$ cat config.mk
export PLATFORM = sky130hd
export DESIGN_NAME = sic_ctrl
export DESIGN_NICKNAME = d
export VERILOG_FILES = /design/src/pkg/sic_pkg.sv /design/src/hw/sic_classify.sv /design/src/hw/sic_fence_gate.sv /design/src/hw/sic_ctrl.sv
export VERILOG_INCLUDE_DIRS = /design/src /design/src/pkg
export SDC_FILE = /design/constraint.sdc
export NUM_CORES = 1
export LEC_CHECK = 0
export BUFFER_PORTS_ARGS = -buffer_cell sky130_fd_sc_hd__buf_2
export CORE_ASPECT_RATIO = 0.7
export CORE_MARGIN = 5
export CORE_UTILIZATION = 46
export CTS_BUF_LIST = sky130_fd_sc_hd__clkbuf_8
export DETAILED_ROUTE_END_ITERATION = 8
export PLACE_DENSITY = 0.8
export SLEW_MARGIN = 20
export SYNTH_ARGS = -nofsm -noshare
export SYNTH_HDL_FRONTEND = slang
export SYNTH_SLANG_ARGS = --single-unit
$ cat constraint.sdc
create_clock -name clock -period 4.4 [get_ports clock]
set_input_delay 0.88 -clock clock [delete_from_list [all_inputs] [get_ports clock]]
set_output_delay 0.88 -clock clock [all_outputs]
set_load 0.02 [all_outputs]
$ cat src/pkg/sic_consts.svh
// Summary of operation
// - serializing: finish earlier work, drain stores first
// - protected-mode switch waits for real-mode work
// - serializing discards speculative results
// - listed privileged serializers fault outside kernel
// - task priority register move never serializes
// - query, return, resume serialize at any level
// - no access passes a serializing instruction
// - ident query only writes registers A-D
// - fences drain memory, never serialize issue
// - other serializers never write back dirty lines
// - writeback-invalidate writes back and serializes
// - paging toggle applies from the refetch after the write
// - every control zero write fully serializes
// - base write switches tables for next fetch only while paging is on
// - base write keeps global translations valid
// - branches prefetch freely, no serialization
// - store fence orders stores, not loads
// - load fence orders loads, not stores
// - full fence orders loads and stores
`ifndef SIC_CONSTS_SVH
`define SIC_CONSTS_SVH

// ----------------------------------------------------------------
// control register numbers
// ----------------------------------------------------------------
`define SIC_CR_ZERO       4'h0
`define SIC_CR_TBASE      4'h3
`define SIC_CR_TPRIO      4'h8

// ----------------------------------------------------------------
// privilege and reset values
// ----------------------------------------------------------------
`define SIC_CPL_KERNEL    2'h0
`define SIC_PAGING_RST    1'b0

`endif

$ cat src/pkg/sic_pkg.sv
`default_nettype none
package sic_pkg;

  // instruction classes seen by the serialization control
  typedef enum logic [4:0] {
    K_OTHER,
    K_BRANCH,
    K_CACHE_DISCARD,
    K_EPT_INV,
    K_PAGE_INV,
    K_VPID_INV,
    K_GDT_LOAD,
    K_IDT_LOAD,
    K_LDT_LOAD,
    K_TR_LOAD,
    K_CR_MOVE,
    K_DR_MOVE,
    K_CACHE_WBINV,
    K_MODEL_WRITE,
    K_IDENT_QUERY,
    K_INT_RETURN,
    K_MGMT_RESUME,
    K_STORE_FENCE,
    K_LOAD_FENCE,
    K_FULL_FENCE
  } sic_kind_e;

  // serialization sequencer states
  typedef enum logic [2:0] {
    S_RUN,
    S_DRAIN,
    S_WBACK,
    S_EXEC,
    S_REFETCH
  } sic_state_e;

endpackage
`default_nettype wire

$ cat src/hw/sic_classify.sv
`include "sic_consts.svh"
`default_nettype none
// ----------------------------------------------------------------
// instruction class decode, purely combinational
// ----------------------------------------------------------------
module sic_classify (
  // instruction under decode
  input  wire logic [4:0] kind,
  input  wire logic [3:0] crNum,
  // decoded properties
  output logic            serialize,
  output logic            privileged,
  output logic            fenceLoad,
  output logic            fenceStore,
  output logic            writeBack,
  output logic            cr0Write,
  output logic            cr3Write,
  output logic            identQuery
);

  // unknown codes act as plain work
  always_comb begin
    serialize  = 1'b0;
    privileged = 1'b0;
    fenceLoad  = 1'b0;
    fenceStore = 1'b0;
    writeBack  = 1'b0;
    cr0Write   = 1'b0;
    cr3Write   = 1'b0;
    identQuery = 1'b0;
    case (kind)
      sic_pkg::K_CACHE_DISCARD, sic_pkg::K_EPT_INV, sic_pkg::K_PAGE_INV,
      sic_pkg::K_VPID_INV, sic_pkg::K_GDT_LOAD, sic_pkg::K_IDT_LOAD,
      sic_pkg::K_LDT_LOAD, sic_pkg::K_TR_LOAD, sic_pkg::K_DR_MOVE,
      sic_pkg::K_MODEL_WRITE: begin
        serialize  = 1'b1;
        privileged = 1'b1;
      end
      sic_pkg::K_CR_MOVE: begin
        // priority moves need no drain
        serialize  = (crNum != `SIC_CR_TPRIO);
        privileged = 1'b1;
        cr0Write   = (crNum == `SIC_CR_ZERO);
        cr3Write   = (crNum == `SIC_CR_TBASE);
      end
      sic_pkg::K_CACHE_WBINV: begin
        serialize  = 1'b1;
        privileged = 1'b1;
        writeBack  = 1'b1;
      end
      sic_pkg::K_IDENT_QUERY: begin
        serialize  = 1'b1;
        identQuery = 1'b1;
      end
      sic_pkg::K_INT_RETURN, sic_pkg::K_MGMT_RESUME: begin
        serialize  = 1'b1;
      end
      // fences never serialize the instruction stream
      sic_pkg::K_STORE_FENCE: fenceStore = 1'b1;
      sic_pkg::K_LOAD_FENCE:  fenceLoad  = 1'b1;
      sic_pkg::K_FULL_FENCE: begin
        fenceLoad  = 1'b1;
        fenceStore = 1'b1;
      end
      // branches prefetch freely
      sic_pkg::K_BRANCH: serialize = 1'b0;
      default: serialize = 1'b0;
    endcase
  end

endmodule
`default_nettype wire

$ cat src/hw/sic_fence_gate.sv
`default_nettype none
// ----------------------------------------------------------------
// fence gates: hold later loads or stores back, issue keeps going
// ----------------------------------------------------------------
module sic_fence_gate (
  // clock and reset
  input  wire logic clock,
  input  wire logic reset,
  // fence starts, one-cycle pulses
  input  wire logic startLoad,
  input  wire logic startStore,
  input  wire logic startFull,
  // memory subsystem status
  input  wire logic loadsPending,
  input  wire logic storeBufEmpty,
  // gates toward the load and store units
  output logic      loadGate,
  output logic      storeGate
);

  logic loadHold_q;  // load fence pending
  logic loadHold_d;
  logic storeHold_q; // store fence pending
  logic storeHold_d;
  logic fullHold_q;  // full fence pending
  logic fullHold_d;

  // a start in the clearing cycle wins, so no fence is lost
  always_comb begin
    loadHold_d  = startLoad | (loadHold_q & loadsPending);
    storeHold_d = startStore | (storeHold_q & ~storeBufEmpty);
    fullHold_d  = startFull |
                  (fullHold_q & (loadsPending | ~storeBufEmpty));
  end

  // state registers
  always_ff @(posedge clock or posedge reset) begin
    if (reset) begin
      loadHold_q  <= 1'b0;
      storeHold_q <= 1'b0;
      fullHold_q  <= 1'b0;
    end else begin
      loadHold_q  <= loadHold_d;
      storeHold_q <= storeHold_d;
      fullHold_q  <= fullHold_d;
    end
  end

  // full fence blocks both kinds; single fences only their own
  assign loadGate  = loadHold_q | fullHold_q;
  assign storeGate = storeHold_q | fullHold_q;

endmodule
`default_nettype wire

$ cat src/hw/sic_ctrl.sv
`include "sic_consts.svh"
`default_nettype none
// ----------------------------------------------------------------
// serializing instruction control, top level
// ----------------------------------------------------------------
module sic_ctrl (
  // clock and reset
  input  wire logic       clock,
  input  wire logic       reset,
  // instruction offered by decode
  input  wire logic       insnValid,
  input  wire logic [4:0] insnKind,
  input  wire logic [3:0] insnCrNum,
  input  wire logic [1:0] insnCpl,
  input  wire logic       insnNewPaging,
  // pipeline and memory status
  input  wire logic       olderPending,
  input  wire logic       storeBufEmpty,
  input  wire logic       memIdle,
  input  wire logic       loadsPending,
  input  wire logic       cacheWbDone,
  // issue handshake and stall
  output logic            insnReady,
  output logic            issueStall,
  // pipeline clean-up pulses
  output logic            specFlush,
  output logic            prefetchFlush,
  output logic            refetch,
  output logic            serDone,
  output logic            privFault,
  // cache and translation side effects
  output logic            cacheWbReq,
  output logic            tlbFlushLocal,
  output logic            tableSwitch,
  output logic            fetchPaging,
  output logic            identWrite,
  // fence gates toward the load and store units
  output logic            loadGate,
  output logic            storeGate
);

  // ----------------------------------------------------------------
  // decode of the offered instruction
  // ----------------------------------------------------------------
  logic isSer;      // class serializes
  logic isPriv;     // class needs kernel level when it serializes
  logic isFenceLd;  // load half of a fence
  logic isFenceSt;  // store half of a fence
  logic isWb;       // writeback-invalidate
  logic isCr0;      // control zero write
  logic isCr3;      // translation base write
  logic isIdent;    // identification query

  sic_classify u_classify (
    .kind       (insnKind),
    .crNum      (insnCrNum),
    .serialize  (isSer),
    .privileged (isPriv),
    .fenceLoad  (isFenceLd),
    .fenceStore (isFenceSt),
    .writeBack  (isWb),
    .cr0Write   (isCr0),
    .cr3Write   (isCr3),
    .identQuery (isIdent)
  );

  // ----------------------------------------------------------------
  // acceptance and fault decision
  // ----------------------------------------------------------------
  logic insnReady_q;     // ready toward decode
  logic insnReady_d;
  logic accept;   // instruction taken this cycle
  logic fault;    // privileged serializer outside kernel
  logic serTake;  // serializing instruction starts

  assign accept  = insnValid & insnReady_q;
  assign fault   = accept & isSer & isPriv & (insnCpl != `SIC_CPL_KERNEL);
  assign serTake = accept & isSer & ~fault;

  // fence starts toward the gate block
  logic fenceFull;   // both halves set
  logic fenceLdOnly; // load fence only
  logic fenceStOnly; // store fence only

  assign fenceFull   = accept & isFenceLd & isFenceSt;
  assign fenceLdOnly = accept & isFenceLd & ~isFenceSt;
  assign fenceStOnly = accept & isFenceSt & ~isFenceLd;

  logic loadGateRaw;  // gate straight from the fence block
  logic storeGateRaw;

  sic_fence_gate u_fence (
    .clock         (clock),
    .reset         (reset),
    .startLoad     (fenceLdOnly),
    .startStore    (fenceStOnly),
    .startFull     (fenceFull),
    .loadsPending  (loadsPending),
    .storeBufEmpty (storeBufEmpty),
    .loadGate      (loadGateRaw),
    .storeGate     (storeGateRaw)
  );

  // ----------------------------------------------------------------
  // sequencer state
  // ----------------------------------------------------------------
  sic_pkg::sic_state_e state_q; // current step of the sequence
  sic_pkg::sic_state_e state_d;

  logic pendWb_q;      // writeback still owed
  logic pendWb_d;
  logic pendCr0_q;     // control zero write in flight
  logic pendCr0_d;
  logic pendCr3_q;     // translation base write in flight
  logic pendCr3_d;
  logic pendIdent_q;   // identification query in flight
  logic pendIdent_d;
  logic newPaging_q;   // paging flag carried by the write
  logic newPaging_d;

  // ----------------------------------------------------------------
  // registered outputs
  // ----------------------------------------------------------------
  logic issueStall_q;    // hold decode, issue and retire
  logic issueStall_d;
  logic specFlush_q;     // discard speculative work
  logic specFlush_d;
  logic prefetchFlush_q; // drop prefetched bytes
  logic prefetchFlush_d;
  logic refetch_q;       // restart fetch at next instruction
  logic refetch_d;
  logic serDone_q;       // serializing instruction finished
  logic serDone_d;
  logic privFault_q;     // privilege fault raised
  logic privFault_d;
  logic cacheWbReq_q;    // write dirty lines back
  logic cacheWbReq_d;
  logic tlbFlushLocal_q; // drop non-global translations
  logic tlbFlushLocal_d;
  logic tableSwitch_q;   // fetch now uses new tables
  logic tableSwitch_d;
  logic fetchPaging_q;   // paging setting used by fetch
  logic fetchPaging_d;
  logic identWrite_q;    // write registers A to D
  logic identWrite_d;
  logic loadGate_q;      // registered load gate
  logic loadGate_d;
  logic storeGate_q;     // registered store gate
  logic storeGate_d;

  // all older work done, stores out, memory idle
  logic drained;
  assign drained = ~olderPending & storeBufEmpty & memIdle;

  // ----------------------------------------------------------------
  // next-state logic
  // ----------------------------------------------------------------
  // pulses default low, levels hold; one step per cycle keeps the
  // sequence easy to follow at the price of a few extra cycles
  always_comb begin
    state_d         = state_q;
    pendWb_d        = pendWb_q;
    pendCr0_d       = pendCr0_q;
    pendCr3_d       = pendCr3_q;
    pendIdent_d     = pendIdent_q;
    newPaging_d     = newPaging_q;
    specFlush_d     = 1'b0;
    prefetchFlush_d = 1'b0;
    refetch_d       = 1'b0;
    serDone_d       = 1'b0;
    privFault_d     = fault;
    cacheWbReq_d    = cacheWbReq_q;
    tlbFlushLocal_d = 1'b0;
    tableSwitch_d   = 1'b0;
    fetchPaging_d   = fetchPaging_q;
    identWrite_d    = 1'b0;
    case (state_q)
      sic_pkg::S_RUN: begin
        if (serTake) begin
          // nothing younger may run past this point
          state_d     = sic_pkg::S_DRAIN;
          specFlush_d = 1'b1;
          pendWb_d    = isWb;
          pendCr0_d   = isCr0;
          pendCr3_d   = isCr3;
          pendIdent_d = isIdent;
          newPaging_d = insnNewPaging;
        end
      end
      sic_pkg::S_DRAIN: begin
        // wait for older work and buffered writes
        if (drained) begin
          if (pendWb_q) begin
            state_d      = sic_pkg::S_WBACK;
            cacheWbReq_d = 1'b1;
          end else begin
            state_d = sic_pkg::S_EXEC;
          end
        end
      end
      sic_pkg::S_WBACK: begin
        // held until the cache is clean
        if (cacheWbDone) begin
          cacheWbReq_d = 1'b0;
          pendWb_d     = 1'b0;
          state_d      = sic_pkg::S_EXEC;
        end
      end
      sic_pkg::S_EXEC: begin
        // effects land only after the drain
        if (pendCr0_q) begin
          fetchPaging_d = newPaging_q;
        end
        if (pendCr3_q) begin
          tlbFlushLocal_d = 1'b1;
          tableSwitch_d   = fetchPaging_q;
        end
        identWrite_d = pendIdent_q;
        state_d      = sic_pkg::S_REFETCH;
      end
      sic_pkg::S_REFETCH: begin
        // stale prefetched bytes may hold the old mapping
        prefetchFlush_d = 1'b1;
        refetch_d       = 1'b1;
        serDone_d       = 1'b1;
        pendCr0_d       = 1'b0;
        pendCr3_d       = 1'b0;
        pendIdent_d     = 1'b0;
        state_d         = sic_pkg::S_RUN;
      end
      default: begin
        state_d      = sic_pkg::S_RUN;
        cacheWbReq_d = 1'b0;
      end
    endcase
    // offers resume once back in run
    insnReady_d  = (state_d == sic_pkg::S_RUN);
    issueStall_d = (state_d != sic_pkg::S_RUN);
    // fences only gate data accesses, issue is untouched
    loadGate_d   = loadGateRaw | fenceLdOnly | fenceFull;
    storeGate_d  = storeGateRaw | fenceStOnly | fenceFull;
  end

  // ----------------------------------------------------------------
  // registers
  // ----------------------------------------------------------------
  always_ff @(posedge clock or posedge reset) begin
    if (reset) begin
      state_q         <= sic_pkg::S_RUN;
      pendWb_q        <= 1'b0;
      pendCr0_q       <= 1'b0;
      pendCr3_q       <= 1'b0;
      pendIdent_q     <= 1'b0;
      newPaging_q     <= `SIC_PAGING_RST;
      insnReady_q     <= 1'b0;
      issueStall_q    <= 1'b0;
      specFlush_q     <= 1'b0;
      prefetchFlush_q <= 1'b0;
      refetch_q       <= 1'b0;
      serDone_q       <= 1'b0;
      privFault_q     <= 1'b0;
      cacheWbReq_q    <= 1'b0;
      tlbFlushLocal_q <= 1'b0;
      tableSwitch_q   <= 1'b0;
      fetchPaging_q   <= `SIC_PAGING_RST;
      identWrite_q    <= 1'b0;
      loadGate_q      <= 1'b0;
      storeGate_q     <= 1'b0;
    end else begin
      state_q         <= state_d;
      pendWb_q        <= pendWb_d;
      pendCr0_q       <= pendCr0_d;
      pendCr3_q       <= pendCr3_d;
      pendIdent_q     <= pendIdent_d;
      newPaging_q     <= newPaging_d;
      insnReady_q     <= insnReady_d;
      issueStall_q    <= issueStall_d;
      specFlush_q     <= specFlush_d;
      prefetchFlush_q <= prefetchFlush_d;
      refetch_q       <= refetch_d;
      serDone_q       <= serDone_d;
      privFault_q     <= privFault_d;
      cacheWbReq_q    <= cacheWbReq_d;
      tlbFlushLocal_q <= tlbFlushLocal_d;
      tableSwitch_q   <= tableSwitch_d;
      fetchPaging_q   <= fetchPaging_d;
      identWrite_q    <= identWrite_d;
      loadGate_q      <= loadGate_d;
      storeGate_q     <= storeGate_d;
    end
  end

  // ----------------------------------------------------------------
  // output wiring
  // ----------------------------------------------------------------
  assign insnReady     = insnReady_q;
  assign issueStall    = issueStall_q;
  assign specFlush     = specFlush_q;
  assign prefetchFlush = prefetchFlush_q;
  assign refetch       = refetch_q;
  assign serDone       = serDone_q;
  assign privFault     = privFault_q;
  assign cacheWbReq    = cacheWbReq_q;
  assign tlbFlushLocal = tlbFlushLocal_q;
  assign tableSwitch   = tableSwitch_q;
  assign fetchPaging   = fetchPaging_q;
  assign identWrite    = identWrite_q;
  assign loadGate      = loadGate_q;
  assign storeGate     = storeGate_q;

endmodule
`default_nettype wire

# Word level (Yosys, flattened, before mapping)
# Index checks and enable logic that the tools add are counted.
# totals
in_bits	20
out_inout_bits	14
ff_bits	23
word_cells	130
ramBits	0
mem_bits_ro	0
n_memories	0
latch_bits	0
# op_classes
add_sub_neg	0
bitwise	31
mul	0
div_mod_pow	0
n_eq_ne	28
n_lt_le_gt_ge	0
shift	0
muxes	33
n_reduce_logical	17
# op_table
operator	n
$eq A5 B4 Y1 const B	8
$mux W1	23
$eq A5 B3 Y1 const B	4
$eq A5 B5 Y1 const B	4
$and A1 B1 Y1	15
$reduce_or A14 Y1	1
$pmux W3 S4	1
$reduce_or A12 Y1	1
$eq A5 B2 Y1 const B	2
$or A1 B1 Y1	10
$pmux W1 S2	5
$mux W3	3
$ne A2 B2 Y1 const B	4
$eq A3 B2 Y1 const B	2
$logic_not A3 Y1	2
$not A1 Y1	6
$reduce_and A2 Y1	3
$reduce_bool A2 Y1	3
$eq A4 B2 Y1 const B	1
$logic_not A4 Y1	1
$ne A4 B4 Y1 const B	1
$reduce_and A4 Y1	1
$reduce_or A2 Y1	2
$eq A3 B1 Y1 const B	1
other kinds (5)	5

# Depth between registers and ports, before layout
# logic_depth
depth_word	11
ltp_mapped	7
ltp_nobuf	6

# By module
# A second synthesis with hierarchy kept.
# hier_totals
hier_cells	107
area_unflattened_um2	1108.6
# modules_own_cells
module	seq_area_each_um2	instances	area_each_um2	cells_per_inst
sic_ctrl	500.5	1	855.8	75
sic_classify	0.0	1	127.6	21
sic_fence_gate	75.1	1	125.1	11

# Worst setup path before layout
# OpenSTA, ideal clock, no wires.
# synth_path
path_kind	input port to flip-flop
start	in insnKind[1]
end	reg newPaging_q
setup_slack_ps	2214
t_arrival_ps	2061
t_required_ps	4275
setup_time_ps	125
stages	5
n_path_buf	1
path_cell_list	buf_2 nor3_1 nor3_1 o211ai_4 mux2_4
# synth_via
elab_chain_len	9
elab_cells_between_ends	25
cone_classes	eq/ne: 15; mux: 2; bitwise: 5; reduce/logical: 3
# synth_lines
element	line	text
start, declared	sic_ctrl.sv:12	input wire logic [4:0] insnKind,
$eq A5 B4 Y1, or another cell as far along	sic_classify.sv:31	case (kind)
$reduce_or A14 Y1 (no line)	--	
$pmux W1 S2	sic_classify.sv:31	
$and A1 B1 Y1	sic_ctrl.sv:77, sic_ctrl.sv:78	
$and A1 B1 Y1 (2 in a row)	sic_ctrl.sv:77	assign fault = accept & isSer & isPriv & (insnCpl != `SIC_CPL_KERNEL);
$not A1 Y1	sic_ctrl.sv:78	assign serTake = accept & isSer & ~fault;
$and A1 B1 Y1 *	sic_ctrl.sv:78	
$reduce_and A2 Y1 (no line) *	--	
end signal, assigned	sic_ctrl.sv:254	newPaging_q <= `SIC_PAGING_RST;
end signal, assigned	sic_ctrl.sv:275	newPaging_q <= newPaging_d;
end, declared	sic_ctrl.sv:118	logic newPaging_q;
# Mark *: on every way between the ends. The rest lies on a longest branch, timed or not.
# A chain may end at the register's enable or synchronous reset.

# Worst setup path in the final report
# layout_path
start	in insnKind[3]
end	reg newPaging_q
# Same word-level chain as after synthesis.

==> flow_metrics.py <==
metrics = {
    "final_layout": {
        "area_growth_syn_to_layout_pct": 20.4,
        "largest_reg_flops": 3,
        "stdcell_area_mm2": 0.00132,
        "diodes": 0,
        "regMostFlops": "state_q",
        "final_nets": 158,
        "drive_gt1_share_pct": 31.4,
        "layoutNonFillerInstCount": 169,
    },
    "synth": {
        "yosys.area_share.simple_pct": 24.6,
        "ys.warnings.count": 0,
        "synthArstFlopShare_pct": 100,
        "yosys.area.top_type": "dfrtp_1",
        "yosysUniqueCellTypes": 37,
        "synth_area_mm2": 0.00110,
        "synth_nets": 125,
        "yosys-top-cells-count": "dfrtp_1, nand2_1, nor2_1",
        "synthAdderAreaFrac_pct": 0,
        "yosysSeqAreaShare_pct": 52.5,
        "synth_xor_area_share_pct": 0,
        "synth_top_family_by_area": "simple AND/OR/NAND/NOR gates",
        "synth_area_leaders": "dfrtp_1, nand2_1, mux2i_1, nor2_1, inv_1",
        "synth_compound_gate_area_share_pct": 10.7,
        "synth_seq_cells": 23,
        "synth.mux.area_fraction_pct": 6.96,
        "syn_area_per_cell_um2": 10.5,
        "synth-main-ff-cell": "dfrtp_1",
        "synth_top_area_share_pct": 52.5,
        "synth_most_common_cell": "dfrtp_1",
        "syn_inst": 105,
        "synth_edf_count": 0,
    },
    "detailed_routing": {
        "route.detailed.drc": 0,
        "wl_um": 2280,
        "wl_per_cell_um": 13.5,
        "viasPerCell": 5.31,
        "vias": 897,
        "drt_iter0_markers": 38,
        "drtPass1Iterations": 4,
        "route.antenna.remaining_nets": 0,
    },
    "clocking": {
        "cts_buffers": 3,
        "h-tree-depth": 1,
        "cts_tree": "yes",
        "clk_pin_slew_ns": 0.07,
        "post_cts_resized": 0,
        "cts_buffer_depth": 2,
        "hold_buffers": 0,
        "insertion_delay_ns": 0.26,
        "cts.sinks": 23,
        "post_cts_buffers": 0,
        "root_buffer": "clkbuf_8",
    },
    "place": {
        "io_buffer_count": 33,
        "dp_slack_ns": 2.01,
        "place_inst": 165,
        "hpwl_um": 1770,
        "placed_cell_area_mm2": 0.00127,
        "gp_congestion": 0.811,
    },
    "sta": {
        "finalCritPeriodShare_pct": 47.9,
        "rsz0062_at_grt": "false",
        "max_freq_mhz": 474,
        "worstMarginPinSlew_ns": 0.830,
        "slew_headroom_pct": 44.6,
        "final-setup-viol-count": 0,
        "finalWorstSetupSlack_ns": 2.29,
        "min_period_ns": 2.11,
        "finalSetupTns_ns": 0,
        "hold_violations": 0,
        "slew_violations": 0,
        "fin_skew_ns": 0.00420,
    },
    "die": {
        "design.core.area_mm2": 0.00221,
        "die_y_um": 50.9,
        "row_count": 14,
        "io_pins": 34,
        "dieWidth_um": 68.4,
        "dieArea_mm2": 0.00348,
        "start_util_pct": 49.7,
    },
    "status": {
        "status": "finished, final reports clean",
    },
    "global_routing": {
        "grt_max_degree": 24,
        "grt_pass1_vias": 848,
        "grt_overflow": 0,
        "grt_pass1_wl_um": 3740,
        "antenna_found_initial": 0,
        "grt_util_all_layers_pct": 14.4,
    },
    "pwr": {
        "leakage_nw": 0.718,
        "powerDensity_mw_per_mm2": 475,
        "ir_worst_vdd_mv": 0.267,
    },
    "worst_setup_path": {
        "critPathMaxFanout": 9,
        "critPathLaunchType": "primary input",
        "critical_path_arrival_ns": 2.26,
        "path_class": "in2reg",
        "endpoint_kind": "flop",
        "required_ns": 4.55,
    },
    "hold_path": {
        "worstHoldPathType": "reg2reg",
    },
    "run": {
        "cap_violations": 0,
    },
}
[critical path, stage by stage]
cell      delay (ns)
buf_2           0.13
or3b_4          0.41
o32ai_2         0.31
o211ai_4        0.19
mux2_4          0.33
[worst paths after layout]
path | from | end | slack (ns) | depth (start not counted)
worst max-delay path | insnKind[3] | newPaging_q | 2.29 | 5
worst min-delay path | u_fence.storeHold_q | storeGate | 0.49 | 2
worst max register to register | state_q[1] | newPaging_q | 2.87 | 4
worst min register to register | u_fence.storeHold_q | storeGate | 0.49 | 2
max in group asynchronous | reset | newPaging_q | 3.11 | 2
min in group asynchronous | reset | identWrite | 0.77 | 2
[report_power, final]
group	leakage (nW)	switching, W	internal [W]
combinational	0.386	0.000113	0.0000852
sequential	0.307	0.0000392	0.000262
clock	0.0255	0.0000647	0.0000631
[per-layer routing]
layer  track usage, %  vias up  wire length (µm)
li1                 -      429                 -
met1             19.5      423              1010
met2             21.6       43              1010
met3             6.14        2               251
met4             2.97        0                 8
met5                0        -                 0
[layout by cell type, fill, tap and decap left out]
| cell type | netlist | final |
|---|---|---|
| a21oi_1 | 1 | 1 |
| a31oi_1 | 1 | 1 |
| and2_1 | 2 | 2 |
| and3_1 | 3 | 3 |
| and4b_1 | 1 | 1 |
| buf_2 | 1 | 33 |
| clkbuf_8 | 0 | 3 |
| clkinv_2 | 0 | 1 |
| dfrtp_1 | 23 | 23 |
| inv_1 | 8 | 8 |
| mux2_2 | 1 | 1 |
| mux2_4 | 1 | 1 |
| mux2i_1 | 5 | 5 |
| nand2_1 | 14 | 14 |
| nand2b_1 | 2 | 2 |
| nand3_1 | 2 | 2 |
| nand3b_1 | 1 | 1 |
| nand4b_1 | 1 | 1 |
| nand4bb_1 | 1 | 1 |
| nor2_1 | 9 | 9 |
| nor2b_1 | 2 | 2 |
| nor3_1 | 4 | 4 |
| nor3b_1 | 2 | 2 |
| nor4b_1 | 1 | 1 |
| nor4bb_1 | 1 | 1 |
| o211a_1 | 1 | 1 |
| o211ai_1 | 1 | 1 |
| o211ai_4 | 1 | 1 |
| o21ai_0 | 3 | 3 |
| o2bb2ai_1 | 1 | 1 |
| o31ai_1 | 1 | 1 |
| o32ai_1 | 1 | 1 |
| o32ai_2 | 1 | 1 |
| o41a_1 | 1 | 1 |
| or3_1 | 1 | 1 |
| or3b_4 | 1 | 1 |
| or4_2 | 1 | 1 |
[per-stage QoR]
step	util [%]	total power [W]	hold slack [ns]
after floorplan	-	0.000440	0.436
after global placement	57.8	0.000496	0.453
after detailed placement	57.8	0.000502	0.468
after CTS	59.9	0.000633	0.486
after global routing	59.9	0.000668	0.525
final	59.9	0.000627	0.486
[logic make-up (layout without fill, tap and decap cells)]
logic type,count (synthesis),in the layout
compound gates,13,13
buf+inv,13,45
flops,23,23
mux,7,7
simple gates,49,49
[final cells by class]
| type | instances | area [µm²] |
|---|---|---|
| Inverter | 8 | 30.0 |
| Tap cell | 32 | 40.0 |
| Clock inverter | 1 | 5.00 |
| Multi-Input combinational cell | 69 | 464 |
| Clock buffer | 3 | 41.3 |
| Sequential cell | 23 | 576 |
| Fill cell | 186 | 886 |
| Timing Repair Buffer | 33 | 165 |
(Power assumes the default switching activity.)
